## src/pkg/trc_pkg.sv

```systemverilog
/*
  Constants, encodings and register layout for the trinary remote code link.
  Assumes a single 40 MHz system clock and an APB register port.
*/
package trc_pkg;

  // ********************************************************************
  // System clock.
  // ********************************************************************
  localparam int CLK_HZ = 40000000;

  // ********************************************************************
  // Register offsets, fields and reset values.
  // ********************************************************************
  localparam logic [7:0] OFS_CTRL = 8'h00;
  localparam logic [7:0] OFS_LOCAL_ADDR = 8'h04;
  localparam logic [7:0] OFS_STATUS = 8'h08;
  localparam logic [7:0] OFS_ENC_CODE = 8'h0c;
  localparam logic [15:0] CTRL_RESET = 16'h0028;
  localparam logic [15:0] DIV_MIN = 16'h0004;
  localparam logic [17:0] LOCAL_ADDR_RESET = 18'h00000;
  localparam int ST_BUSY_BIT = 0;
  localparam int ST_VALID_BIT = 1;
  localparam int ST_AVALID_BIT = 2;
  localparam int ST_REQ_BIT = 3;
  localparam int ST_NIBBLE_LSB = 4;

  // ********************************************************************
  // Digit codes.
  // ********************************************************************
  localparam logic [1:0] DIG_ZERO = 2'h0;
  localparam logic [1:0] DIG_ONE = 2'h1;
  localparam logic [1:0] DIG_OPEN = 2'h2;
  localparam logic [1:0] DIG_BAD = 2'h3;
  localparam int DIGITS = 9;
  localparam int NIB_ADDR_DIGITS = 5;

  // ********************************************************************
  // Encoder timing in encoder clock periods.
  // ********************************************************************
  localparam logic [7:0] TICKS_PER_PULSE = 8'h04;
  localparam logic [1:0] SHORT_HIGH = 2'h1;
  localparam logic [1:0] LONG_HIGH = 2'h3;
  localparam logic [7:0] DATA_PERIOD_TICKS = 8'h08;
  localparam logic [7:0] WORD_TICKS = 8'(DIGITS * 8);
  localparam logic [7:0] GAP_TICKS = 8'(3 * 8);

  // ********************************************************************
  // Decoder thresholds as fractions of one encoder clock period.
  // ********************************************************************
  localparam logic [9:0] WIDE_NUM = 10'd172;
  localparam logic [9:0] WIDE_DEN = 10'd100;
  localparam logic [9:0] EOT_NUM = 10'd335;
  localparam logic [9:0] EOW_NUM = 10'd134;
  localparam logic [9:0] TENTHS_DEN = 10'd10;

  // ********************************************************************
  // Encoder states.
  // ********************************************************************
  typedef enum logic [2:0] {
    ENC_IDLE = 3'b001,
    ENC_SEND = 3'b010,
    ENC_GAP = 3'b100
  } trc_enc_state_type;

endpackage

```

## src/core/trc_link.sv

```systemverilog
/*
  Trinary remote code link: serial encoder for nine three-state pins and two
  decoders (five-digit address with data nibble, nine-digit address only).
  Assumes all inputs are synchronous to clk and that the pin wires resolve the
  weak drive from the output enables outside this module.
*/
`timescale 1ns/10ps

module trc_link (
  // Clock and reset.
  input wire logic clk,
  input wire logic rstn,
  // APB register port.
  input wire logic psel,
  input wire logic penable,
  input wire logic pwrite,
  input wire logic [7:0] paddr,
  input wire logic [31:0] pwdata,
  output logic [31:0] prdata,
  output logic pready,
  output logic pslverr,
  // Encoder transmit request and serial output.
  input wire logic send_request_n,
  input wire logic send_request_driven,
  output logic enc_dout,
  // Encoder three-state address and data pins.
  input wire logic [8:0] addr_data_in,
  output logic [8:0] addr_data_out,
  output logic [8:0] addr_data_oe_n,
  // Decoder serial input and results.
  input wire logic dec_din,
  output logic [3:0] decoded_nibble_outputs,
  output logic valid_rx_flag,
  output logic addr_valid_rx_flag
);

  // ********************************************************************
  // Helper functions.
  // ********************************************************************
  function automatic logic at_least(input logic [23:0] cnt, input logic [15:0] div,
                                    input logic [9:0] num, input logic [9:0] den);
    logic [39:0] lhs;
    logic [39:0] rhs;
    lhs = 40'(cnt) * 40'(den);
    rhs = 40'(div) * 40'(num);
    at_least = lhs >= rhs;
  endfunction

  function automatic logic digits_match(input logic [17:0] rx, input logic [17:0] loc,
                                        input logic [8:0] care);
    logic ok;
    ok = 1'b1;
    for (int i = 0; i < trc_pkg::DIGITS; i++)
    begin
      if (care[i] && (rx[2*i +: 2] != loc[2*i +: 2] || rx[2*i +: 2] == trc_pkg::DIG_BAD))
      begin
        ok = 1'b0;
      end
    end
    digits_match = ok;
  endfunction

  // ********************************************************************
  // Register file.
  // ********************************************************************
  logic [15:0] ctrl_div_r;
  logic [17:0] local_addr_r;
  logic [17:0] enc_code_r;
  logic [15:0] div_eff;
  logic req_low;
  logic [31:0] rdata_nxt;
  logic addr_ok;
  trc_pkg::trc_enc_state_type enc_state_r;

  assign div_eff = (ctrl_div_r < trc_pkg::DIV_MIN) ? trc_pkg::DIV_MIN : ctrl_div_r;
  assign req_low = send_request_driven ? !send_request_n : 1'b0;

  always_comb
  begin
    rdata_nxt = 32'h00000000;
    addr_ok = 1'b1;
    case (paddr)
      trc_pkg::OFS_CTRL: rdata_nxt = {16'h0000, ctrl_div_r};
      trc_pkg::OFS_LOCAL_ADDR: rdata_nxt = {14'h0000, local_addr_r};
      trc_pkg::OFS_STATUS:
      begin
        rdata_nxt[trc_pkg::ST_BUSY_BIT] = enc_state_r != trc_pkg::ENC_IDLE;
        rdata_nxt[trc_pkg::ST_VALID_BIT] = valid_rx_flag;
        rdata_nxt[trc_pkg::ST_AVALID_BIT] = addr_valid_rx_flag;
        rdata_nxt[trc_pkg::ST_REQ_BIT] = req_low;
        rdata_nxt[trc_pkg::ST_NIBBLE_LSB +: 4] = decoded_nibble_outputs;
      end
      trc_pkg::OFS_ENC_CODE: rdata_nxt = {14'h0000, enc_code_r};
      default: addr_ok = 1'b0;
    endcase
  end

  always_ff @(posedge clk or negedge rstn)
  begin
    if (!rstn)
    begin
      pready <= 1'b0;
      pslverr <= 1'b0;
      prdata <= 32'h00000000;
    end
    else
    begin
      pready <= psel && !penable;
      pslverr <= psel && !penable && !addr_ok;
      prdata <= (psel && !penable && !pwrite) ? rdata_nxt : 32'h00000000;
    end
  end

  always_ff @(posedge clk or negedge rstn)
  begin
    if (!rstn)
    begin
      ctrl_div_r <= trc_pkg::CTRL_RESET;
      local_addr_r <= trc_pkg::LOCAL_ADDR_RESET;
    end
    else if (psel && penable && pready && pwrite)
    begin
      if (paddr == trc_pkg::OFS_CTRL)
      begin
        ctrl_div_r <= pwdata[15:0];
      end
      if (paddr == trc_pkg::OFS_LOCAL_ADDR)
      begin
        local_addr_r <= pwdata[17:0];
      end
    end
  end

  // ********************************************************************
  // Encoder clock and sequencer.
  // ********************************************************************
  logic [15:0] div_cnt_r;
  logic [7:0] tick_cnt_r;
  logic first_r;
  logic pair_r;
  logic tick;
  logic sensing;
  logic [3:0] sense_idx;
  logic hi_phase;
  logic hi_seen_r;

  assign tick = div_cnt_r == div_eff - 16'h0001;
  assign sensing = enc_state_r == trc_pkg::ENC_GAP && tick_cnt_r < 8'(trc_pkg::DIGITS);
  assign sense_idx = tick_cnt_r[3:0];
  assign hi_phase = div_cnt_r < {1'b0, div_eff[15:1]};

  always_ff @(posedge clk or negedge rstn)
  begin
    if (!rstn)
    begin
      div_cnt_r <= 16'h0000;
    end
    else if (enc_state_r == trc_pkg::ENC_IDLE || tick)
    begin
      div_cnt_r <= 16'h0000;
    end
    else
    begin
      div_cnt_r <= div_cnt_r + 16'h0001;
    end
  end

  always_ff @(posedge clk or negedge rstn)
  begin
    if (!rstn)
    begin
      enc_state_r <= trc_pkg::ENC_IDLE;
      tick_cnt_r <= 8'h00;
      first_r <= 1'b0;
      pair_r <= 1'b0;
    end
    else
    begin
      case (enc_state_r)
        trc_pkg::ENC_IDLE:
        begin
          tick_cnt_r <= 8'h00;
          pair_r <= 1'b0;
          if (req_low)
          begin
            enc_state_r <= trc_pkg::ENC_GAP;
            first_r <= 1'b1;
          end
        end
        trc_pkg::ENC_GAP:
        begin
          if (tick)
          begin
            if (tick_cnt_r == trc_pkg::GAP_TICKS - 8'h01)
            begin
              tick_cnt_r <= 8'h00;
              first_r <= 1'b0;
              if (!first_r && !pair_r && !req_low)
              begin
                enc_state_r <= trc_pkg::ENC_IDLE;
              end
              else
              begin
                enc_state_r <= trc_pkg::ENC_SEND;
              end
            end
            else
            begin
              tick_cnt_r <= tick_cnt_r + 8'h01;
            end
          end
        end
        trc_pkg::ENC_SEND:
        begin
          if (tick)
          begin
            if (tick_cnt_r == trc_pkg::WORD_TICKS - 8'h01)
            begin
              tick_cnt_r <= 8'h00;
              pair_r <= !pair_r;
              enc_state_r <= trc_pkg::ENC_GAP;
            end
            else
            begin
              tick_cnt_r <= tick_cnt_r + 8'h01;
            end
          end
        end
        default:
        begin
          enc_state_r <= trc_pkg::ENC_IDLE;
          tick_cnt_r <= 8'h00;
        end
      endcase
    end
  end

  // ********************************************************************
  // Encoder pin sensing.
  // ********************************************************************
  always_ff @(posedge clk or negedge rstn)
  begin
    if (!rstn)
    begin
      addr_data_out <= 9'h000;
      addr_data_oe_n <= 9'h1ff;
      hi_seen_r <= 1'b0;
      enc_code_r <= 18'h00000;
    end
    else
    begin
      addr_data_out <= 9'h000;
      addr_data_oe_n <= 9'h1ff;
      if (sensing)
      begin
        addr_data_out[sense_idx] <= hi_phase;
        addr_data_oe_n[sense_idx] <= 1'b0;
        if (div_cnt_r == {1'b0, div_eff[15:1]})
        begin
          hi_seen_r <= addr_data_in[sense_idx];
        end
        if (tick)
        begin
          if (hi_seen_r && addr_data_in[sense_idx])
          begin
            enc_code_r[2*sense_idx +: 2] <= trc_pkg::DIG_ONE;
          end
          else if (!hi_seen_r && !addr_data_in[sense_idx])
          begin
            enc_code_r[2*sense_idx +: 2] <= trc_pkg::DIG_ZERO;
          end
          else
          begin
            enc_code_r[2*sense_idx +: 2] <= trc_pkg::DIG_OPEN;
          end
        end
      end
    end
  end

  // ********************************************************************
  // Encoder pulse shaping.
  // ********************************************************************
  logic [1:0] tx_digit;
  logic tx_long;
  logic [1:0] tx_width;

  assign tx_digit = enc_code_r[2*tick_cnt_r[6:3] +: 2];
  assign tx_width = tx_long ? trc_pkg::LONG_HIGH : trc_pkg::SHORT_HIGH;

  always_comb
  begin
    case (tx_digit)
      trc_pkg::DIG_ONE: tx_long = 1'b1;
      trc_pkg::DIG_OPEN: tx_long = !tick_cnt_r[2];
      default: tx_long = 1'b0;
    endcase
  end

  always_ff @(posedge clk or negedge rstn)
  begin
    if (!rstn)
    begin
      enc_dout <= 1'b0;
    end
    else
    begin
      enc_dout <= enc_state_r == trc_pkg::ENC_SEND && tick_cnt_r[1:0] < tx_width;
    end
  end

  // ********************************************************************
  // Decoder pulse timing.
  // ********************************************************************
  logic din_q_r;
  logic [23:0] high_cnt_r;
  logic [23:0] low_cnt_r;
  logic eow_done_r;
  logic eot_done_r;
  logic eow_hit;
  logic eot_hit;
  logic din_fall;
  logic wide;

  assign din_fall = !dec_din && din_q_r;
  assign wide = at_least(high_cnt_r, div_eff, trc_pkg::WIDE_NUM, trc_pkg::WIDE_DEN);
  assign eow_hit = !dec_din && !eow_done_r &&
                   at_least(low_cnt_r, div_eff, trc_pkg::EOW_NUM, trc_pkg::TENTHS_DEN);
  assign eot_hit = !dec_din && !eot_done_r &&
                   at_least(low_cnt_r, div_eff, trc_pkg::EOT_NUM, trc_pkg::TENTHS_DEN);

  always_ff @(posedge clk or negedge rstn)
  begin
    if (!rstn)
    begin
      din_q_r <= 1'b0;
      high_cnt_r <= 24'h000000;
      low_cnt_r <= 24'h000000;
      eow_done_r <= 1'b0;
      eot_done_r <= 1'b0;
    end
    else
    begin
      din_q_r <= dec_din;
      if (dec_din)
      begin
        high_cnt_r <= din_q_r ? high_cnt_r + 24'h000001 : 24'h000001;
        low_cnt_r <= 24'h000000;
        eow_done_r <= 1'b0;
        eot_done_r <= 1'b0;
      end
      else
      begin
        if (low_cnt_r != 24'hffffff)
        begin
          low_cnt_r <= low_cnt_r + 24'h000001;
        end
        if (eow_hit)
        begin
          eow_done_r <= 1'b1;
        end
        if (eot_hit)
        begin
          eot_done_r <= 1'b1;
        end
      end
    end
  end

  // ********************************************************************
  // Decoder word assembly.
  // ********************************************************************
  logic [4:0] pulse_cnt_r;
  logic first_wide_r;
  logic [17:0] rx_word_r;

  always_ff @(posedge clk or negedge rstn)
  begin
    if (!rstn)
    begin
      pulse_cnt_r <= 5'h00;
      first_wide_r <= 1'b0;
      rx_word_r <= 18'h00000;
    end
    else if (eow_hit)
    begin
      pulse_cnt_r <= 5'h00;
    end
    else if (din_fall && pulse_cnt_r <= 5'(2 * trc_pkg::DIGITS))
    begin
      pulse_cnt_r <= pulse_cnt_r + 5'h01;
      if (!pulse_cnt_r[0])
      begin
        first_wide_r <= wide;
      end
      else if (pulse_cnt_r < 5'(2 * trc_pkg::DIGITS))
      begin
        rx_word_r[2*pulse_cnt_r[4:1] +: 2] <= {first_wide_r ^ wide, wide};
      end
    end
  end

  // ********************************************************************
  // Decoder word checks.
  // ********************************************************************
  logic word_full;
  logic nib_match;
  logic addr_match;
  logic [3:0] rx_nibble;
  logic [3:0] stored_nibble_r;
  logic have_first_r;
  logic have_first9_r;

  assign word_full = pulse_cnt_r == 5'(2 * trc_pkg::DIGITS);
  assign nib_match = word_full && digits_match(rx_word_r, local_addr_r, 9'h01f) &&
                     digits_match(rx_word_r, rx_word_r, 9'h1e0);
  assign addr_match = word_full && digits_match(rx_word_r, local_addr_r, 9'h1ff);

  always_comb
  begin
    rx_nibble = 4'h0;
    for (int i = 0; i < 4; i++)
    begin
      rx_nibble[i] = rx_word_r[2*(trc_pkg::NIB_ADDR_DIGITS + i) +: 2] != trc_pkg::DIG_ZERO;
    end
  end

  always_ff @(posedge clk or negedge rstn)
  begin
    if (!rstn)
    begin
      valid_rx_flag <= 1'b0;
      decoded_nibble_outputs <= 4'h0;
      stored_nibble_r <= 4'h0;
      have_first_r <= 1'b0;
    end
    else if (eot_hit)
    begin
      valid_rx_flag <= 1'b0;
      have_first_r <= 1'b0;
    end
    else if (eow_hit)
    begin
      if (nib_match)
      begin
        stored_nibble_r <= rx_nibble;
        have_first_r <= 1'b1;
        if (have_first_r && rx_nibble == stored_nibble_r)
        begin
          decoded_nibble_outputs <= rx_nibble;
          valid_rx_flag <= 1'b1;
        end
        else if (have_first_r)
        begin
          valid_rx_flag <= 1'b0;
        end
      end
      else
      begin
        valid_rx_flag <= 1'b0;
        have_first_r <= 1'b0;
      end
    end
  end

  always_ff @(posedge clk or negedge rstn)
  begin
    if (!rstn)
    begin
      addr_valid_rx_flag <= 1'b0;
      have_first9_r <= 1'b0;
    end
    else if (eot_hit)
    begin
      addr_valid_rx_flag <= 1'b0;
      have_first9_r <= 1'b0;
    end
    else if (eow_hit)
    begin
      have_first9_r <= addr_match;
      addr_valid_rx_flag <= addr_match && have_first9_r;
    end
  end

endmodule

```

## config.mk

```make
export PLATFORM = sky130hd
export DESIGN_NAME = trc_link
export DESIGN_NICKNAME = d
export VERILOG_FILES = /design/src/pkg/trc_pkg.sv /design/src/core/trc_link.sv
export SDC_FILE = /design/constraint.sdc
export NUM_CORES = 1
export LEC_CHECK = 0
export ABC_CLOCK_PERIOD_IN_PS = 12200
export BUFFER_PORTS_ARGS = -buffer_cell sky130_fd_sc_hd__buf_4
export CORE_UTILIZATION = 46
export DETAILED_ROUTE_END_ITERATION = 12
export RECOVER_POWER = 100
export SETUP_SLACK_MARGIN = 0.05
export SYNTH_ARGS = -nofsm -noshare
export SYNTH_HDL_FRONTEND = slang
export SYNTH_SLANG_ARGS = --single-unit
export TNS_END_PERCENT = 30
```

## constraint.sdc

```tcl
create_clock -name clk -period 12.2 [get_ports clk]
set_clock_uncertainty 0.15 [all_clocks]
set_input_delay 1.83 -clock clk [delete_from_list [all_inputs] [get_ports clk]]
set_output_delay 1.83 -clock clk [all_outputs]
set_load 0.01 [all_outputs]
```

=== Yosys cells after proc, flatten, opt, wreduce, memory -nomap -nowiden ===
Index checks and enable logic that the tools add are counted.
W data, S select, Z words.

* Logic and storage cells: 253
* Output and inout bits: 59
* Input port bits: 57
* Bits in registers: 222

* Add/subtract/negate cells: 8
* Reduce and logical (&&, ||, !) cells: 73
* Shifts and indexed selects: 7
* Bitwise gates (word level): 6
* Eq/ne operators: 40
* Muxes and demuxes: 74
* Multipliers: 5
* Magnitude comparators: 11

{| class="wikitable"
|+ Operators with widths
! operator !! count
|-
| $shiftx A2 B34 Y18 const A || 3
|-
| $bwmux W18 || 4
|-
| $mux W24 || 3
|-
| $neg A5 Y34 || 2
|-
| $shift A2 B34 Y18 const A || 2
|-
| $add A24 B1 Y24 const B || 2
|-
| $mux W1 || 38
|-
| $mux W18 || 2
|-
| $shiftx A2 B34 Y18 || 1
|-
| $mux W16 || 2
|-
| $mux W32 || 1
|-
| $mux W8 || 4
|-
| $pmux W8 S4 || 1
|-
| $ge A31 B24 Y1 || 1
|-
| $pmux W10 S3 || 1
|-
| $mul A24 B5 Y29 const B || 1
|-
| $ge A28 B24 Y1 || 1
|-
| $ge A28 B25 Y1 || 1
|-
| $mul A24 B3 Y27 const B || 1
|-
| $mul A16 B9 Y25 const B || 1
|-
| $logic_and A1 B1 Y1 || 24
|-
| $ne A24 B24 Y1 const B || 1
|-
| $mul A16 B7 Y23 const B || 1
|-
| $mul A16 B6 Y22 const B || 1
|-
| 53 further kinds || 125
|}

=== Depth between registers and ports, before layout ===
* Depth after elaboration: 15
* Depth in mapped cells: 34
* Mapped depth without buffers: 32

=== Least setup slack after synthesis ===
No wires, ideal clock.

* Path kind: register to register
* Start point: register ctrl_div_r[14]
* End point: register stored_nibble_r[0]
* Period minus slack after synthesis: 7.523 ns
* Data arrival time: 7.248 ns
* Cell stages (with the launch flop): 29
* Path buffers: 0
* Path slack: 4.677 ns
* Setup time: 0.125 ns
* Required time: 11.925 ns
* Path through: dfrtp_1 -> inv_1 -> ha_1 -> nor3b_1 -> nand4_1 -> nand2_1 -> inv_1 -> fa_1 -> ha_1 -> ha_1 -> fa_1 -> ha_1 -> fa_1 -> a21o_1 -> a21oi_1 -> o21ba_2 -> o21ai_0 -> a2111oi_0 -> o31ai_1 -> or4_1 -> a31o_2 -> a21oi_1 -> xor2_1 -> ha_1 -> a21oi_1 -> o31ai_1 -> o31a_1 -> nor3b_4 -> mux2_2

* Word-level cells in the longest chain between the ends: 7
* Elaborated cells on any way between the ends: 10
* Those cells by class: mul (2); order compare (3); mux (1); bitwise (1); reduce/logical (3)

{| class="wikitable"
|+ RTL lines
! element !! RTL line !! source
|-
| start: declaration || trc_link.sv:66 || <nowiki>logic [15:0] ctrl_div_r;</nowiki>
|-
| start signal: assignment || trc_link.sv:118 || <nowiki>ctrl_div_r <= trc_pkg::CTRL_RESET;</nowiki>
|-
| start signal: assignment || trc_link.sv:125 || <nowiki>ctrl_div_r <= pwdata[15:0];</nowiki>
|-
| $lt A16 B3 Y1 || trc_link.sv:75 || <nowiki>assign div_eff = (ctrl_div_r < trc_pkg::DIV_MIN) ? trc_pkg::DIV_MIN : ctrl_div_r;</nowiki>
|-
| $mux W16 (*) || trc_link.sv:75 ||
|-
| $mul A16 B9 Y25 || trc_link.sv:45 || <nowiki>rhs = 40'(div) * 40'(num);</nowiki>
|-
| $ge A28 B25 Y1 || trc_link.sv:46 || <nowiki>at_least = lhs >= rhs;</nowiki>
|-
| $logic_and A1 B1 Y1 || trc_link.sv:329 || <nowiki>assign eot_hit = !dec_din && !eot_done_r &&</nowiki>
|-
| $not A1 Y1 (no line) || n/a ||
|-
| $reduce_and A3 Y1 (no line) (*) || n/a ||
|-
| end signal: assignment || trc_link.sv:446 || <nowiki>stored_nibble_r <= rx_nibble;</nowiki>
|-
| end: declaration || trc_link.sv:410 || <nowiki>logic [3:0] stored_nibble_r;</nowiki>
|}

Every way passes the cells marked *; elsewhere a longest branch is shown, timed or not.
A chain may end at the register's enable or synchronous reset.

=== Final worst setup path ===
* Start point: register ctrl_div_r[12]
* End point: register stored_nibble_r[3]

Same word-level chain as after synthesis.

==> flow_summary.rst <==
.. list-table::
   :header-rows: 1

   * - Metric
     - Value
   * - Worst slew pin tran
     - 4150 ps
   * - Fill cells
     - 4651
   * - Top routing layer in use
     - met4
   * - DIE AREA
     - 0.05034 mm^2
   * - Number of rows created at floorplan
     - 81
   * - Largest net degree at the start of global routing
     - 77
   * - Sequential fraction of the synthesis area
     - 22.95%
   * - Number of warnings issued by yosys
     - 0
   * - TritonCTS Buffers
     - 27
   * - Cell family with the largest share of critical-path delay
     - simple AND/OR/NAND/NOR gates
   * - Fraction of the core area covered by cells at the end of the flow
     - 50.74%
   * - Cts repair resizes
     - 0
   * - Vias in the first global route
     - 17990
   * - Clk root buf
     - clkbuf_16
   * - Area of the multi-input gates
     - 0.01593 mm^2
   * - Maximum clock frequency
     - 98.73 MHz
   * - Number of antenna violations at the first check in global routing
     - 0
   * - Wire per inst
     - 17.13 um
   * - Total half-perimeter wirelength after legalization and detailed placement
     - 44730 um
   * - Antenna diode count
     - 0
   * - Leading cell types in the layout, fill and taps excluded
     - ha_1, inv_1, dfrtp_1
   * - Count of final setup violators
     - 0
   * - First-pass GRT wire length
     - 92630 um
   * - Number of enable flip-flop cells after synthesis
     - 0
   * - Setup Total Neg Slack
     - 0 ps
   * - Psw
     - 856.0 uW
   * - Sinks on the clock net
     - 208
   * - Run status
     - complete, but fails checks
   * - Worst-skew pair later-pin latency
     - 590 ps
   * - Total via count after detailed routing
     - 17780
   * - Layout Area Growth over Synthesis
     - 8.966%
   * - Horizontal die dimension
     - 224.4 um
   * - Routed Antenna Nets
     - 0
   * - Metal3 WL
     - 2042 um
   * - Placeable Area
     - 0.04885 mm^2
   * - Cells after Synth
     - 2491
   * - Slowest-stage cell, CP
     - nor3b_1
   * - Total of max-cap violations
     - 4
   * - Hold buffers post-CTS
     - 0
   * - Buffers inserted during post-CTS setup optimization
     - 0
   * - Tightest Hold Check Type
     - reg2reg
   * - Count of boundary I/O pins
     - 116
   * - Power density over the cells
     - 95.37 mW/mm^2
   * - Violated checks
     - capacitance limit, slew limit
   * - Height of the die
     - 224.4 um
   * - Kind of start point of the critical path
     - flip-flop
   * - Fraction of power spent switching nets
     - 36.21%
   * - Nets
     - 3132
   * - Worst VDD drop
     - 0.1182 mV
   * - Power share of the combinational group
     - 30.6%
   * - Routed via count divided by cell count
     - 5.458
   * - Final critical-path share of the clock period
     - 83.02%
   * - Cell-internal power
     - 1.508 mW
   * - Share of layout cells above drive strength 1
     - 8.250%
   * - Crit path buffers/inverters
     - 3
   * - # DRC
     - 0
   * - Area of the mapped netlist
     - 0.02275 mm^2
   * - Count of input and output buffers
     - 87
   * - Clk network pwr share
     - 34.3%
   * - Most common cell after layout, fill and taps aside
     - ha_1
   * - Number of detailed-routing iterations run before antenna repair
     - 5
   * - Crit end category
     - flip-flop
   * - Register-to-Register Path Depth
     - 28
   * - Register share of total power
     - 35.1%
   * - Setup repair after global routing missed its margin
     - false
   * - Deepest clock path buffer count
     - 3
   * - TritonCTS clock tree
     - built
   * - Final-report max-slew violation count
     - 266
   * - Worst hold path depth
     - 1
   * - Min cycle time layout
     - 10130 ps
   * - Mean instance size in the synthesized netlist
     - 9.131 um^2
   * - Crit-path most repeated cell
     - ha_1
   * - Overflow left after global routing
     - 0
   * - Initial standard-cell utilization of the core
     - 46.56%
   * - Headroom to the max-slew limit
     - -176.7%
   * - Met2 wire len
     - 27330 um
   * - Leakage power
     - 12.80 nW
   * - Max stage delay on crit path
     - 750 ps
   * - Routed length on met1
     - 25110 um
   * - Setup WS pre-CTS
     - 2621 ps
   * - Async SR Flop Fraction
     - 100.0%
   * - Overall routed net length
     - 55800 um
   * - GP Congestion
     - 0.8699
   * - Final critical-path setup slack
     - 2072 ps
   * - Most frequently used flop master after synthesis
     - dfrtp_1
   * - Combined flip-flop and latch cell area
     - 0.005220 mm^2
   * - Gr usage total
     - 22.78%
   * - Number of H-tree levels
     - 1
   * - Post-synthesis sequential element count
     - 208
   * - Critical path start-end classification
     - reg2reg
   * - Initial drt markers
     - 1069
   * - Total count of hold-check failures in the final report
     - 0
   * - Crit-path max FO
     - 13
   * - Number of stages on the worst setup path
     - 28
   * - Clock-pin slew on the worst setup and hold paths
     - 60 ps
   * - Worst path required time
     - 12500 ps
   * - WP data arrival
     - 10430 ps
   * - Number of unique standard cell types used by synthesis
     - 79
cell type report:
| type | instances | share of cell area, % |
|---|---|---|
| Clock buffer | 35 | 3.009 |
| Sequential cell | 208 | 21.06 |
| Tap cell | 664 | 3.352 |
| Timing Repair Buffer | 104 | 2.332 |
| Clock inverter | 14 | 0.6260 |
| Inverter | 352 | 5.331 |
| Multi-Input combinational cell | 1881 | 64.29 |
state kept, by name, summed over array words and instances (netlist names), 3 cells and up:
| signal | flops |
|---|---|
| addr_data_oe_n | 9 |
| addr_data_out | 9 |
| ctrl_div_r | 16 |
| decoded_nibble_outputs | 4 |
| div_cnt_r | 16 |
| enc_code_r | 18 |
| enc_state_r | 3 |
| high_cnt_r | 24 |
| local_addr_r | 18 |
| low_cnt_r | 24 |
| prdata | 18 |
| pulse_cnt_r | 5 |
| rx_word_r | 18 |
| stored_nibble_r | 4 |
| tick_cnt_r | 8 |
metal layers:
layer / vias to the layer above / track usage (%)
met1: 8640 / 29.40
met4: 0 / 5.662
met2: 319 / 40.26
li1: 8750 / -
met5: - / 0
met3: 73 / 2.796
worst paths after layout:
path / startpoint / to / slack, ps
max in group asynchronous: rstn / enc_code_r[9] / 4160
min reg2reg: have_first_r / have_first_r / 350
min in group asynchronous: rstn / high_cnt_r[22] / 2540
min: have_first_r / have_first_r / 350
max: ctrl_div_r[12] / stored_nibble_r[3] / 2070
max reg2reg: ctrl_div_r[12] / stored_nibble_r[3] / 2070
power by group through the flow:
stage | sequential [mW] | clock (mW) | combinational (mW)
3_5_place_dp | 0.840 | 0 | 0.732
6_report | 0.829 | 0.811 | 0.724
3_3_place_gp | 0.838 | 0 | 0.705
5_1_grt | 0.840 | 0.865 | 0.821
2_1_floorplan | 0.810 | 0 | 0.537
4_1_cts | 0.828 | 0.841 | 0.737
kinds of logic after synthesis:
logic type / synth area share, %
buf+inv: 7.091
compound gates: 12.77
mux: 4.929
xor+xnor: 6.920
simple gates: 14.24
other cells: 0.01649
flops: 22.95
fa+ha+maj: 31.09
worst reg2reg max path: cells and delay by family (launching register included):
kind	cells	cell delay (ps)
multiplexers	1	410
AND/OR/NAND/NOR	5	3000
buffers and inverters	3	730
adder cells (fa/ha/maj)	7	2280
flip-flops	1	350
AO/OA/AOI/OAI	11	2800
XOR/XNOR	1	280
synth_stat cells, drive strengths merged (24+ instances only):
cell | instances | area share (%)
inv | 352 | 5.8
and3 | 27 | 0.74
xor2 | 77 | 3.0
nor3 | 43 | 0.95
nor2 | 179 | 3.0
dfrtp | 196 | 22
o21a | 24 | 0.79
o21ai | 104 | 2.3
nand2 | 146 | 2.4
clkbuf | 47 | 0.78
mux2 | 65 | 3.2
a21o | 43 | 1.4
a21oi | 117 | 2.6
fa | 107 | 9.4
o31ai | 31 | 1.0
nor2b | 37 | 1.0
nand3 | 61 | 1.4
ha | 394 | 22
nand4 | 33 | 0.94
xnor2 | 100 | 3.9
nand2b | 27 | 0.74
stage by stage:
step                      area [um^2]  cells  total power, mW  hold slack [ps]
after floorplan                 22790   2504            1.347            316.5
after global routing            24790   3258            2.525            369.3
after detailed placement        24130   3209            1.573            341.3
after CTS                       25030   3258            2.407            354.3
final                           24790   3258            2.364            345.5
after global placement          24130   3209            1.543            335.0
(Power assumes the default switching activity.)
